$ cat src/shared/pfs_pkg.sv
package pfs_pkg;
    localparam int PFS_PORTP_W = 6;
    localparam int PFS_PORTS_W = 8;
    localparam int PFS_PORTT_W = 8;
    localparam int PFS_PORTAD_W = 16;
    localparam int PFS_ADDR_W = 16;
    localparam int PFS_BYTE_W = 8;
    localparam logic [5:0] PFS_PORTP_PULL_EN_RST = 6'h00;
    localparam logic [7:0] PFS_PORTS_PULL_EN_RST = 8'hFF;
    localparam logic [7:0] PFS_PORTS_PULL_POL_RST = 8'hFF;
    localparam logic [7:0] PFS_PORTT_PULL_EN_RST = 8'h00;
    localparam int PFS_MODE_HIGH_BIT = 2;
    localparam int PFS_MODE_MID_BIT = 1;
    localparam int PFS_MODE_LOW_BIT = 0;
    localparam int PFS_RESET_STRETCH_CYCLES = 16;

    typedef enum logic [1:0] {
        PFS_FN_GPIO,
        PFS_FN_WAKEUP,
        PFS_FN_PWM,
        PFS_FN_SPI
    } pfs_port_p_fn_t;

    typedef struct packed {
        logic [2:0] mode;
        logic oscillator_select_strap;
        logic onchip_flash_enable;
    } pfs_straps_t;

    typedef struct packed {
        logic in;
        logic out;
        logic oe;
    } pfs_pin_t;
endpackage

$ cat src/pfs_pin_cell.sv
`timescale 1ns/1ps
`default_nettype none
module pfs_pin_cell (
    input wire logic sel_alt_in,
    input wire logic gpio_out_in,
    input wire logic gpio_oe_in,
    input wire logic alt_out_in,
    input wire logic alt_oe_in,
    input wire logic pull_en_in,
    input wire logic pull_up_in,
    output logic pin_out,
    output logic pin_oe_out,
    output logic pull_up_out,
    output logic pull_down_out
);
    wire logic drive = sel_alt_in ? alt_oe_in : gpio_oe_in;
    assign pin_out = sel_alt_in ? alt_out_in : gpio_out_in;
    assign pin_oe_out = drive;
    // Pull stays off while the pin is driven
    assign pull_up_out = pull_en_in & pull_up_in & ~drive;
    assign pull_down_out = pull_en_in & ~pull_up_in & ~drive;
endmodule
`default_nettype wire

$ cat src/pfs_sync.sv
`timescale 1ns/1ps
`default_nettype none
module pfs_sync #(
    parameter int WIDTH = 1
) (
    input wire logic clk_in,
    input wire logic resetn_in,
    input wire logic ce_in,
    input wire logic [WIDTH-1:0] d_in,
    output logic [WIDTH-1:0] q_out
);
    logic [WIDTH-1:0] meta;
    always_ff @(posedge clk_in or negedge resetn_in) begin
        if (!resetn_in) begin
            meta <= '0;
            q_out <= '0;
        end else if (ce_in) begin
            meta <= d_in;
            q_out <= meta;
        end
    end
endmodule
`default_nettype wire

$ cat src/pfs_top.sv
`timescale 1ns/1ps
`default_nettype none
module pfs_top #(
    parameter int STRETCH = pfs_pkg::PFS_RESET_STRETCH_CYCLES
) (
    input wire logic clk_in,
    input wire logic resetn_in,
    input wire logic ce_in,
    input wire logic crystal_input_in,
    output logic core_clk_out,
    input wire logic reset_pin_in,
    output logic reset_pin_out,
    output logic reset_pin_oe_out,
    input wire logic internal_reset_in,
    output logic core_resetn_out,
    output pfs_pkg::pfs_straps_t straps_out,
    input wire logic expanded_in,
    input wire logic tagging_en_in,
    input wire logic free_cycle_en_in,
    input wire logic bus_idle_in,
    input wire logic bus_clk_in,
    output logic tag_upper_half_out,
    input wire logic background_debug_pin_in,
    output logic background_debug_pin_out,
    output logic background_debug_pin_oe_out,
    input wire logic bdm_drive_low_in,
    input wire logic bdm_speedup_in,
    output logic bdm_rx_out,
    input wire logic [pfs_pkg::PFS_PORTP_W-1:0] port_p_pin_in,
    output logic [pfs_pkg::PFS_PORTP_W-1:0] port_p_pin_out,
    output logic [pfs_pkg::PFS_PORTP_W-1:0] port_p_pin_oe_out,
    input wire logic [2*pfs_pkg::PFS_PORTP_W-1:0] port_p_fn_in,
    input wire logic [pfs_pkg::PFS_PORTP_W-1:0] port_p_gpio_out_in,
    input wire logic [pfs_pkg::PFS_PORTP_W-1:0] port_p_gpio_oe_in,
    input wire logic [pfs_pkg::PFS_PORTP_W-1:0] port_p_pwm_in,
    input wire logic [pfs_pkg::PFS_PORTP_W-1:0] port_p_spi_out_in,
    input wire logic [pfs_pkg::PFS_PORTP_W-1:0] port_p_spi_oe_in,
    input wire logic [pfs_pkg::PFS_PORTP_W-1:0] port_p_pull_enable_in,
    input wire logic [pfs_pkg::PFS_PORTP_W-1:0] port_p_pull_polarity_in,
    output logic [pfs_pkg::PFS_PORTP_W-1:0] port_p_wakeup_interrupt_out,
    output logic [pfs_pkg::PFS_PORTP_W-1:0] port_p_data_out,
    output logic [pfs_pkg::PFS_PORTP_W-1:0] port_p_pull_up_out,
    output logic [pfs_pkg::PFS_PORTP_W-1:0] port_p_pull_down_out,
    input wire logic [pfs_pkg::PFS_PORTS_W-1:0] port_s_pin_in,
    output logic [pfs_pkg::PFS_PORTS_W-1:0] port_s_pin_out,
    output logic [pfs_pkg::PFS_PORTS_W-1:0] port_s_pin_oe_out,
    input wire logic [pfs_pkg::PFS_PORTS_W-1:0] port_s_alt_sel_in,
    input wire logic [pfs_pkg::PFS_PORTS_W-1:0] port_s_gpio_out_in,
    input wire logic [pfs_pkg::PFS_PORTS_W-1:0] port_s_gpio_oe_in,
    input wire logic [pfs_pkg::PFS_PORTS_W-1:0] port_s_periph_out_in,
    input wire logic [pfs_pkg::PFS_PORTS_W-1:0] port_s_periph_oe_in,
    input wire logic [pfs_pkg::PFS_PORTS_W-1:0] port_s_pull_enable_in,
    input wire logic [pfs_pkg::PFS_PORTS_W-1:0] port_s_pull_polarity_in,
    input wire logic port_s_pull_load_in,
    output logic [pfs_pkg::PFS_PORTS_W-1:0] port_s_data_out,
    output logic [pfs_pkg::PFS_PORTS_W-1:0] port_s_pull_up_out,
    output logic [pfs_pkg::PFS_PORTS_W-1:0] port_s_pull_down_out,
    input wire logic [pfs_pkg::PFS_PORTT_W-1:0] port_t_pin_in,
    output logic [pfs_pkg::PFS_PORTT_W-1:0] port_t_pin_out,
    output logic [pfs_pkg::PFS_PORTT_W-1:0] port_t_pin_oe_out,
    input wire logic [pfs_pkg::PFS_PORTT_W-1:0] port_t_timer_sel_in,
    input wire logic [pfs_pkg::PFS_PORTT_W-1:0] port_t_gpio_out_in,
    input wire logic [pfs_pkg::PFS_PORTT_W-1:0] port_t_gpio_oe_in,
    input wire logic [pfs_pkg::PFS_PORTT_W-1:0] timer_channel_io_out_in,
    input wire logic [pfs_pkg::PFS_PORTT_W-1:0] timer_channel_io_oe_in,
    input wire logic [pfs_pkg::PFS_PORTT_W-1:0] port_t_pull_enable_in,
    input wire logic [pfs_pkg::PFS_PORTT_W-1:0] port_t_pull_polarity_in,
    output logic [pfs_pkg::PFS_PORTT_W-1:0] timer_channel_io_out,
    output logic [pfs_pkg::PFS_PORTT_W-1:0] port_t_pull_up_out,
    output logic [pfs_pkg::PFS_PORTT_W-1:0] port_t_pull_down_out,
    input wire logic [pfs_pkg::PFS_PORTAD_W-1:0] port_ad_pin_in,
    output logic [pfs_pkg::PFS_PORTAD_W-1:0] port_ad_data_out,
    output logic [pfs_pkg::PFS_PORTAD_W-1:0] analog_channel_out,
    input wire logic [pfs_pkg::PFS_BYTE_W-1:0] port_a_pin_in,
    input wire logic [pfs_pkg::PFS_BYTE_W-1:0] port_b_pin_in,
    output logic [pfs_pkg::PFS_BYTE_W-1:0] port_a_pin_out,
    output logic [pfs_pkg::PFS_BYTE_W-1:0] port_b_pin_out,
    output logic port_ab_oe_out,
    input wire logic [pfs_pkg::PFS_ADDR_W-1:0] bus_ad_out_in,
    input wire logic bus_ad_oe_in,
    input wire logic [pfs_pkg::PFS_ADDR_W-1:0] port_ab_gpio_out_in,
    input wire logic port_ab_gpio_oe_in,
    output logic [pfs_pkg::PFS_ADDR_W-1:0] port_ab_data_out,
    input wire logic port_e7_pin_in,
    input wire logic port_e6_pin_in,
    input wire logic port_e5_pin_in,
    input wire logic port_k7_pin_in,
    input wire logic port_e7_gpio_out_in,
    input wire logic port_e7_gpio_oe_in,
    output logic port_e7_pin_out,
    output logic port_e7_pin_oe_out,
    output logic port_e7_pull_up_out,
    input wire logic [1:0] pipe_status_in,
    input wire logic [1:0] port_e65_gpio_out_in,
    input wire logic [1:0] port_e65_gpio_oe_in,
    output logic [1:0] port_e65_pin_out,
    output logic [1:0] port_e65_pin_oe_out,
    input wire logic emulation_chip_select_in,
    input wire logic port_k7_gpio_out_in,
    input wire logic port_k7_gpio_oe_in,
    output logic port_k7_pin_out,
    output logic port_k7_pin_oe_out
);
    import pfs_pkg::*;

    if (STRETCH < 1 || STRETCH > 255) begin : g_bad_stretch
        $error("STRETCH out of range");
    end

    ////////////////////////////////////////////////////////////////////////
    // Pin synchronisers
    localparam int SYN_W = PFS_PORTP_W + PFS_PORTS_W + PFS_PORTT_W + PFS_PORTAD_W
        + 2 * PFS_BYTE_W + 7;
    logic [SYN_W-1:0] syn_q;
    pfs_sync #(.WIDTH(SYN_W)) u_sync (
        .clk_in(clk_in),
        .resetn_in(resetn_in),
        .ce_in(ce_in),
        .d_in({port_p_pin_in, port_s_pin_in, port_t_pin_in, port_ad_pin_in,
            port_a_pin_in, port_b_pin_in, reset_pin_in, background_debug_pin_in,
            bus_clk_in, port_e7_pin_in, port_e6_pin_in, port_e5_pin_in,
            port_k7_pin_in}),
        .q_out(syn_q)
    );
    wire logic [PFS_PORTP_W-1:0] p_s;
    wire logic [PFS_PORTS_W-1:0] s_s;
    wire logic [PFS_PORTT_W-1:0] t_s;
    wire logic [PFS_PORTAD_W-1:0] ad_s;
    wire logic [PFS_BYTE_W-1:0] a_s;
    wire logic [PFS_BYTE_W-1:0] b_s;
    wire logic rst_s, background_debug_pin_s, eclk_s, e7_s, e6_s, e5_s, k7_s;
    assign {p_s, s_s, t_s, ad_s, a_s, b_s, rst_s, background_debug_pin_s, eclk_s, e7_s, e6_s, e5_s,
        k7_s} = syn_q;

    ////////////////////////////////////////////////////////////////////////
    // Reset pin and strap capture
    logic [7:0] stretch;
    logic in_reset;
    logic in_reset_d;
    pfs_straps_t straps;
    wire logic release_pulse = in_reset_d & ~in_reset;
    wire logic int_fire = internal_reset_in;
    // Stretch internal resets so the board sees a clear low
    always_ff @(posedge clk_in or negedge resetn_in) begin
        if (!resetn_in) begin
            stretch <= 8'h00;
        end else if (ce_in) begin
            if (int_fire) begin
                stretch <= 8'(STRETCH);
            end else if (stretch != 8'h00) begin
                stretch <= stretch - 8'h01;
            end
        end
    end
    wire logic drive_reset = int_fire | (stretch != 8'h00);
    assign reset_pin_out = 1'b0;
    assign reset_pin_oe_out = drive_reset;
    always_ff @(posedge clk_in or negedge resetn_in) begin
        if (!resetn_in) begin
            in_reset <= 1'b1;
            in_reset_d <= 1'b1;
        end else if (ce_in) begin
            in_reset <= ~rst_s | drive_reset;
            in_reset_d <= in_reset;
        end
    end
    assign core_resetn_out = ~in_reset;
    // E7 strap defaults to the pulled-up state when the pin floats; E6, E5 and K7 get no pull
    always_ff @(posedge clk_in or negedge resetn_in) begin
        if (!resetn_in) begin
            straps <= '0;
        end else if (ce_in && release_pulse) begin
            straps.mode[PFS_MODE_HIGH_BIT] <= background_debug_pin_s;
            straps.mode[PFS_MODE_MID_BIT] <= e6_s;
            straps.mode[PFS_MODE_LOW_BIT] <= e5_s;
            straps.oscillator_select_strap <= e7_s;
            straps.onchip_flash_enable <= k7_s;
        end
    end
    assign straps_out = straps;
    // Clock chosen from crystal input only
    assign core_clk_out = crystal_input_in;

    ////////////////////////////////////////////////////////////////////////
    // Debug pin and tagging
    logic eclk_d;
    logic tag;
    always_ff @(posedge clk_in or negedge resetn_in) begin
        if (!resetn_in) begin
            eclk_d <= 1'b0;
            tag <= 1'b0;
        end else if (ce_in) begin
            eclk_d <= eclk_s;
            tag <= expanded_in & tagging_en_in & eclk_d & ~eclk_s & ~background_debug_pin_s;
        end
    end
    assign tag_upper_half_out = tag;
    // Brief high drive speeds the rising edge; never drives high while low pulls
    assign background_debug_pin_out = bdm_speedup_in & ~bdm_drive_low_in;
    assign background_debug_pin_oe_out = ~in_reset & (bdm_drive_low_in | bdm_speedup_in);
    assign bdm_rx_out = background_debug_pin_s;

    ////////////////////////////////////////////////////////////////////////
    // Port P
    logic [PFS_PORTP_W-1:0] p_alt_sel, p_alt_out, p_alt_oe, p_wake;
    pfs_port_p_fn_t p_fn [PFS_PORTP_W];
    genvar gi;
    generate
        for (gi = 0; gi < PFS_PORTP_W; gi++) begin : g_p
            assign p_fn[gi] = pfs_port_p_fn_t'(port_p_fn_in[2*gi +: 2]);
            always_comb begin
                case (p_fn[gi])
                    PFS_FN_PWM: begin
                        p_alt_sel[gi] = 1'b1;
                        p_alt_out[gi] = port_p_pwm_in[gi];
                        p_alt_oe[gi] = 1'b1;
                        p_wake[gi] = 1'b0;
                    end
                    PFS_FN_SPI: begin
                        p_alt_sel[gi] = 1'b1;
                        p_alt_out[gi] = port_p_spi_out_in[gi];
                        p_alt_oe[gi] = port_p_spi_oe_in[gi];
                        p_wake[gi] = 1'b0;
                    end
                    PFS_FN_WAKEUP: begin
                        p_alt_sel[gi] = 1'b1;
                        p_alt_out[gi] = 1'b0;
                        p_alt_oe[gi] = 1'b0;
                        p_wake[gi] = 1'b1;
                    end
                    default: begin
                        p_alt_sel[gi] = 1'b0;
                        p_alt_out[gi] = 1'b0;
                        p_alt_oe[gi] = 1'b0;
                        p_wake[gi] = 1'b0;
                    end
                endcase
            end
            pfs_pin_cell u_p (
                .sel_alt_in(p_alt_sel[gi]),
                .gpio_out_in(port_p_gpio_out_in[gi]),
                .gpio_oe_in(port_p_gpio_oe_in[gi] & ~in_reset),
                .alt_out_in(p_alt_out[gi]),
                .alt_oe_in(p_alt_oe[gi] & ~in_reset),
                .pull_en_in(port_p_pull_enable_in[gi] & ~in_reset),
                .pull_up_in(~port_p_pull_polarity_in[gi]),
                .pin_out(port_p_pin_out[gi]),
                .pin_oe_out(port_p_pin_oe_out[gi]),
                .pull_up_out(port_p_pull_up_out[gi]),
                .pull_down_out(port_p_pull_down_out[gi])
            );
            assign port_p_wakeup_interrupt_out[gi] = p_wake[gi] & ~p_s[gi];
        end
    endgenerate
    assign port_p_data_out = p_s;

    ////////////////////////////////////////////////////////////////////////
    // Port S; pull settings held in flops so reset shows pull-ups
    logic [PFS_PORTS_W-1:0] s_pull_en, s_pull_pol;
    always_ff @(posedge clk_in or negedge resetn_in) begin
        if (!resetn_in) begin
            s_pull_en <= PFS_PORTS_PULL_EN_RST;
            s_pull_pol <= PFS_PORTS_PULL_POL_RST;
        end else if (ce_in) begin
            if (in_reset) begin
                s_pull_en <= PFS_PORTS_PULL_EN_RST;
                s_pull_pol <= PFS_PORTS_PULL_POL_RST;
            end else if (port_s_pull_load_in) begin
                s_pull_en <= port_s_pull_enable_in;
                s_pull_pol <= port_s_pull_polarity_in;
            end
        end
    end
    generate
        for (gi = 0; gi < PFS_PORTS_W; gi++) begin : g_s
            pfs_pin_cell u_s (
                .sel_alt_in(port_s_alt_sel_in[gi]),
                .gpio_out_in(port_s_gpio_out_in[gi]),
                .gpio_oe_in(port_s_gpio_oe_in[gi] & ~in_reset),
                .alt_out_in(port_s_periph_out_in[gi]),
                .alt_oe_in(port_s_periph_oe_in[gi] & ~in_reset),
                .pull_en_in(s_pull_en[gi]),
                .pull_up_in(s_pull_pol[gi]),
                .pin_out(port_s_pin_out[gi]),
                .pin_oe_out(port_s_pin_oe_out[gi]),
                .pull_up_out(port_s_pull_up_out[gi]),
                .pull_down_out(port_s_pull_down_out[gi])
            );
        end
        for (gi = 0; gi < PFS_PORTT_W; gi++) begin : g_t
            pfs_pin_cell u_t (
                .sel_alt_in(port_t_timer_sel_in[gi]),
                .gpio_out_in(port_t_gpio_out_in[gi]),
                .gpio_oe_in(port_t_gpio_oe_in[gi] & ~in_reset),
                .alt_out_in(timer_channel_io_out_in[gi]),
                .alt_oe_in(timer_channel_io_oe_in[gi] & ~in_reset),
                .pull_en_in(port_t_pull_enable_in[gi] & ~in_reset),
                .pull_up_in(~port_t_pull_polarity_in[gi]),
                .pin_out(port_t_pin_out[gi]),
                .pin_oe_out(port_t_pin_oe_out[gi]),
                .pull_up_out(port_t_pull_up_out[gi]),
                .pull_down_out(port_t_pull_down_out[gi])
            );
        end
    endgenerate
    assign port_s_data_out = s_s;
    assign timer_channel_io_out = t_s;

    ////////////////////////////////////////////////////////////////////////
    // Port AD: analog path bypasses the synchroniser
    assign port_ad_data_out = ad_s;
    assign analog_channel_out = port_ad_pin_in;

    ////////////////////////////////////////////////////////////////////////
    // Expanded bus pins
    wire logic exp = expanded_in & ~in_reset;
    wire logic [PFS_ADDR_W-1:0] ab_sel = exp ? bus_ad_out_in : port_ab_gpio_out_in;
    assign port_a_pin_out = ab_sel[PFS_ADDR_W-1:PFS_BYTE_W];
    assign port_b_pin_out = ab_sel[PFS_BYTE_W-1:0];
    assign port_ab_oe_out = ~in_reset & (exp ? bus_ad_oe_in : port_ab_gpio_oe_in);
    assign port_ab_data_out = {a_s, b_s};
    wire logic free_mode = exp & free_cycle_en_in;
    assign port_e7_pin_out = free_mode ? bus_idle_in : port_e7_gpio_out_in;
    assign port_e7_pin_oe_out = free_mode | (~in_reset & port_e7_gpio_oe_in);
    assign port_e7_pull_up_out = in_reset;
    assign port_e65_pin_out = exp ? pipe_status_in : port_e65_gpio_out_in;
    assign port_e65_pin_oe_out = in_reset ? 2'h0 : (exp ? 2'h3 : port_e65_gpio_oe_in);
    assign port_k7_pin_out = exp ? emulation_chip_select_in : port_k7_gpio_out_in;
    assign port_k7_pin_oe_out = ~in_reset & (exp | port_k7_gpio_oe_in);

    ////////////////////////////////////////////////////////////////////////
    strap_hold_a: assert property (@(posedge clk_in) disable iff (!resetn_in)
        ce_in && !release_pulse |=> $stable(straps)) else $error("strap changed");
    strap_mode_a: assert property (@(posedge clk_in) disable iff (!resetn_in)
        ce_in && release_pulse |=> straps.mode == {$past(background_debug_pin_s), $past(e6_s), $past(e5_s)})
        else $error("mode strap wrong");
    osc_strap_a: assert property (@(posedge clk_in) disable iff (!resetn_in)
        ce_in && release_pulse |=> straps.oscillator_select_strap == $past(e7_s))
        else $error("osc strap wrong");
    reset_drive_a: assert property (@(posedge clk_in) disable iff (!resetn_in)
        int_fire || ($past(ce_in) && $fell(int_fire)) |-> reset_pin_oe_out && !reset_pin_out)
        else $error("reset not driven");
    reset_hold_a: assert property (@(posedge clk_in) disable iff (!resetn_in)
        ce_in && int_fire |=> ##1 in_reset) else $error("no internal reset");
    tag_cause_a: assert property (@(posedge clk_in) disable iff (!resetn_in)
        tag_upper_half_out && $past(ce_in) |-> $past(expanded_in && tagging_en_in && !background_debug_pin_s))
        else $error("spurious tag");
    bdm_drive_a: assert property (@(posedge clk_in) disable iff (!resetn_in)
        background_debug_pin_oe_out && bdm_drive_low_in |-> !background_debug_pin_out)
        else $error("debug pin driven high");
    free_cycle_a: assert property (@(posedge clk_in) disable iff (!resetn_in)
        free_mode |-> port_e7_pin_oe_out && port_e7_pin_out == bus_idle_in)
        else $error("free cycle wrong");
    bus_mux_a: assert property (@(posedge clk_in) disable iff (!resetn_in)
        exp |-> {port_a_pin_out, port_b_pin_out} == bus_ad_out_in)
        else $error("bus mux wrong");
    osc_pull_a: assert property (@(posedge clk_in) disable iff (!resetn_in)
        in_reset |-> port_e7_pull_up_out) else $error("osc pull missing");
endmodule
`default_nettype wire

$ cat config.mk
export PLATFORM = sky130hd
export DESIGN_NAME = pfs_top
export DESIGN_NICKNAME = d
export VERILOG_FILES = /design/src/shared/pfs_pkg.sv /design/src/pfs_pin_cell.sv /design/src/pfs_sync.sv /design/src/pfs_top.sv
export SDC_FILE = /design/constraint.sdc
export NUM_CORES = 1
export LEC_CHECK = 0
export CORE_AREA = 4 4 186 188
export CTS_CLUSTER_DIAMETER = 120
export CTS_CLUSTER_SIZE = 25
export DETAILED_ROUTE_END_ITERATION = 12
export DIE_AREA = 0 0 190 192
export DONT_BUFFER_PORTS = 1
export PLACE_DENSITY = 0.44
export SYNTH_ARGS = -nofsm -noshare
export SYNTH_HDL_FRONTEND = slang
export SYNTH_HIERARCHICAL = 1
export SYNTH_SLANG_ARGS = --single-unit
$ cat constraint.sdc
create_clock -name clk_in -period 2.05 [get_ports clk_in]
set_clock_uncertainty 0.05 [all_clocks]
set_input_delay 0.205 -clock clk_in [delete_from_list [all_inputs] [get_ports clk_in]]
set_output_delay 0.205 -clock clk_in [all_outputs]
set_load 0.01 [all_outputs]
==> run summary <==
The run finished, with violations left. The final reports fail on negative hold slack, negative setup slack. Most frequent cell after synthesis: sky130_fd_sc_hd__dfrtp_1.

Counting flops with a built-in enable in the synthesized netlist gives 0. The wire length of the first global-routing pass is 42.5 mm. The synthesized netlist net count came out at 968. In the routed design, unresolved DRC markers number 0. The kind of start point of the critical path is a flop.

The congestion estimate from routability-driven global placement came to 0.728. The logs give 682 for the gate count of the mapped netlist and 155 for the count of clock tree sinks. Tracing the worst setup path back leads to its startpoint at port_e7_pull_up_out.

Once layout is complete, the cells apart from fillers number 1361. In this run the power density over the cells is 746 nW/µm². The analysis attributes to cell leakage a power of 0.00529 µW. The clock passes through at most 2 buffers. The number of vias per cell was 4.59; the clock transition at the register clock pins on the worst setup and hold paths after CTS was 0.07 ns. For the pin with the worst max-slew slack, the measured transition is 0.640 ns. The logs give 30.3 mm for the total wire length after detailed routing and 1116 for the post-placement cell count. The initial utilization of the core area, before any placement, comes to 25.8%.

After global routing the overflow that remains totals 0. Proportion of total power due to net switching: 28.7%. TritonCTS built the clock tree. In this run, CTS created clock tree buffers numbering 17. The sequential power share is 43.4%, and the share of the core filled with cells in the final layout is 37.2%. 487 I/O pins were placed. The via count of the first global-routing pass is 6716, and the synthesized area divided by synthesized cell count is 12.5 µm².

The final critical delay including setup and external delays was 2.22 ns. In this run, synthesis produced a sequential element count of 155. The number of nets still failing antenna checks after routing is 0, and the relative max-transition margin is 57.3%.

The first-iteration detailed-routing DRC count was 285. Post-route fraction of the period consumed by the critical path: 108%. The part of the power in combinational logic was 22.2%.

Number of library cell types mapped by synthesis: 43. The total of buffers placed on input and output ports is 0, and the post-synthesis instance area is 8550 µm². The number of hold buffers added after CTS was 185.

Yosys attributes the largest share of cell area to sky130_fd_sc_hd__dfrtp_1, sky130_fd_sc_hd__mux2_4, sky130_fd_sc_hd__mux2_2. Across the VDD grid, the largest voltage drop is 0.000655 V. The tools report the worst setup slack for register-to-register paths as 0.07 ns.

Entering global routing, the biggest net connects 156 pins. In the final routed layout, each cell accounts on average for 22.3 µm. The cell sitting at the root of the clock tree is a sky130_fd_sc_hd__clkbuf_16. The largest total area in the synthesized netlist belongs to sky130_fd_sc_hd__dfrtp_1. The H-tree generated during clock tree synthesis spans 4 levels. Worst hold slack: -0.574 ns.

In the final timing run, aggregate negative setup slack is -5.01 ns. In this run the critical register-to-register path is launched from s_pull_pol[0]. For this run, the leading register cell type out of synthesis is sky130_fd_sc_hd__dfrtp_1. The overall die area was 36500 µm²; the internal power was 6550 µW. The run gives 15.5% as the total routing resource utilization after global routing. For this design the total switching power over the nets is 2640 µW. The fraction of layout cells with a size suffix above 1 was 41.9%; the largest fanout on the critical path was 5. The worst setup path is captured at an output port.

The fraction of registers with async set or reset after synthesis works out to 100%. The area of the core region came out at 33100 µm². The path depth of the worst reg2reg path was 4; the part of the Yosys area used for sequential elements was 45.6%. In this run the critical register-to-register path is captured at s_pull_pol[0]. The number of maximum-capacitance violations was 0. The type of the tightest min-delay check was input port to asynchronous set/reset pin. The commonest cells after synthesis are sky130_fd_sc_hd__dfrtp_1, sky130_fd_sc_hd__mux2_4, sky130_fd_sc_hd__mux2_2. Compared with the post-synthesis result, the final layout area differs by 44.3%.

Summed over all nets, the half-perimeter wirelength after detailed placement is 20.0 mm. Data on the critical path is required at its endpoint by 1.79 ns. The run gives 155 as the final count of hold timing violations. The final worst-path setup slack was -0.171 ns; the count of nets after finishing was 1180. The final-report setup violation count was 72; the top cell type's share of synthesized area was 40.1%. Setup repair after global routing could not meet its margin everywhere. In this run the horizontal extent of the chip is 190 µm. The logs give 7 for the initial antenna violation count and 67 for the row count.

For this run, the number of Yosys warnings is 6. Height of the die: 192 µm. The detailed-router iteration count before antenna repair is 4. The final max-slew violation count is 0. The insertion delay to the later sink of the worst-skew pair is 0.42 ns, and the pre-CTS worst setup slack is 0.182 ns. The fraction of power consumed by the clock network came out at 34.4%. The most critical setup path has its endpoint at port_t_pull_down_out[2].

The total number of vias came out at 6244. Data arrives at the worst endpoint at 1.97 ns. Critical path class: flop to output port. Derived from the worst setup path, the maximum achievable clock frequency is 450 MHz.
[metrics by stage]
step,cell area (µm²),hold slack [ns],total power (µW)
after floorplan,8550,-0.141,5100
after global placement,9070,-0.136,5350
after detailed placement,9070,-0.137,5370
after CTS,12100,-0.609,9280
after global routing,12300,-0.620,9680
final,12300,-0.574,9200
[routing by layer]
layer / vias to the layer above / global-route usage (%) / wire, µm
met5: - / 0 / 13
met4: 2 / 6.12 / 787
met3: 36 / 4.65 / 2060
met2: 259 / 25.8 / 15300
met1: 3157 / 18.8 / 12200
li1: 2790 / - / -
[cells by family (layout without fill, tap and decap cells)]
group	Yosys count	in the layout	synth area share [%]
flops	155	155	45.6
mux	202	202	31.1
compound gates	49	49	3.70
buf+inv	72	297	5.01
fa+ha+maj	2	2	0.293
simple gates	201	201	14.2
other cells	1	7	0.0439
[sequential cells by signal (all words and copies together), names as in the netlist]
| name | cells |
|---|---|
| stretch | 8 |
| eclk_d | 1 |
| straps_out | 5 |
| tag_upper_half_out | 1 |
| s_pull_pol | 8 |
| port_e7_pull_up_out | 1 |
| u_sync/meta | 61 |
| s_pull_en | 8 |
| in_reset_d | 1 |
| u_sync/q_out | 61 |
[worst min path at each step]
stage / start / end / slack [ns] / cells past startpoint
after global placement: resetn_in / u_sync/meta[13] / -0.14 / 0
after detailed placement: resetn_in / u_sync/meta[13] / -0.14 / 0
after floorplan: resetn_in / eclk_d / -0.14 / 0
after CTS: resetn_in / u_sync/meta[10] / -0.61 / 0
after global routing: resetn_in / u_sync/q_out[11] / -0.62 / 0
final: resetn_in / u_sync/q_out[10] / -0.57 / 0
[layout make-up]
| class | count | area (µm²) |
|---|---|---|
| repair buffers | 242 | 2550 |
| flip-flops and latches | 155 | 3900 |
| well taps | 448 | 561 |
| diodes | 6 | 15.0 |
| clock buffers | 18 | 439 |
| clock inverters | 14 | 146 |
| inverters | 23 | 91.3 |
| fillers | 3205 | 20800 |
| multi-input cells | 455 | 4620 |
[power groups by stage]
stage                     clock [µW]  sequential [µW]  combinational, µW
after floorplan                    0             3890               1210
after global placement             0             4050               1300
after detailed placement           0             4050               1320
after CTS                       3300             4000               1980
after global routing            3440             4060               2190
final                           3170             3990               2040
[layout by cell type, fill, tap and decap left out, types with 3 or more instances in the layout]
| cell type | instances |
|---|---|
| sky130_fd_sc_hd__diode_2 | 6 |
| sky130_fd_sc_hd__mux2_4 | 107 |
| sky130_fd_sc_hd__dfstp_2 | 18 |
| sky130_fd_sc_hd__clkbuf_16 | 18 |
| sky130_fd_sc_hd__or2_2 | 6 |
| sky130_fd_sc_hd__mux2i_1 | 7 |
| sky130_fd_sc_hd__inv_1 | 19 |
| sky130_fd_sc_hd__nor2_4 | 20 |
| sky130_fd_sc_hd__o22ai_1 | 16 |
| sky130_fd_sc_hd__nor2b_1 | 47 |
| sky130_fd_sc_hd__buf_6 | 16 |
| sky130_fd_sc_hd__nor2_2 | 3 |
| sky130_fd_sc_hd__and3_1 | 5 |
| sky130_fd_sc_hd__nand2_2 | 4 |
| sky130_fd_sc_hd__nor3b_4 | 22 |
| sky130_fd_sc_hd__dlygate4sd3_1 | 184 |
| sky130_fd_sc_hd__nor2b_2 | 4 |
| sky130_fd_sc_hd__nand2b_1 | 9 |
| sky130_fd_sc_hd__buf_4 | 28 |
| sky130_fd_sc_hd__nor4_1 | 3 |
| sky130_fd_sc_hd__nand3_1 | 3 |
| sky130_fd_sc_hd__nor2_1 | 30 |
| sky130_fd_sc_hd__dfrtp_1 | 137 |
| sky130_fd_sc_hd__mux2_2 | 88 |
| sky130_fd_sc_hd__buf_12 | 7 |
| sky130_fd_sc_hd__a21oi_1 | 17 |
| sky130_fd_sc_hd__inv_2 | 3 |
| sky130_fd_sc_hd__nor3b_1 | 7 |
| sky130_fd_sc_hd__nand2_1 | 21 |
| sky130_fd_sc_hd__inv_8 | 4 |
| sky130_fd_sc_hd__inv_6 | 5 |
| sky130_fd_sc_hd__clkinvlp_4 | 3 |
| sky130_fd_sc_hd__nor2b_4 | 9 |
| sky130_fd_sc_hd__buf_16 | 4 |
[what timing repair did]
item / 4_1_cts / 5_1_grt
pin swaps: 35 / 11
hold endpoints to repair: 304 / 155
setup endpoints to repair: 87 / 86
gates cloned: 6 / 1
setup buffers: 11 / 8
gates resized for setup: 87 / 34
[critical path, stage by stage (launching register included)]
cell                        delay (ns)
sky130_fd_sc_hd__dfstp_2          0.56
sky130_fd_sc_hd__buf_12           0.13
sky130_fd_sc_hd__buf_6            0.12
sky130_fd_sc_hd__clkbuf_16        0.16
sky130_fd_sc_hd__nor2b_1          0.05
sky130_fd_sc_hd__mux2_4           0.29
sky130_fd_sc_hd__nor3b_4          0.23
Note: power is estimated with default switching activity, not from simulation.
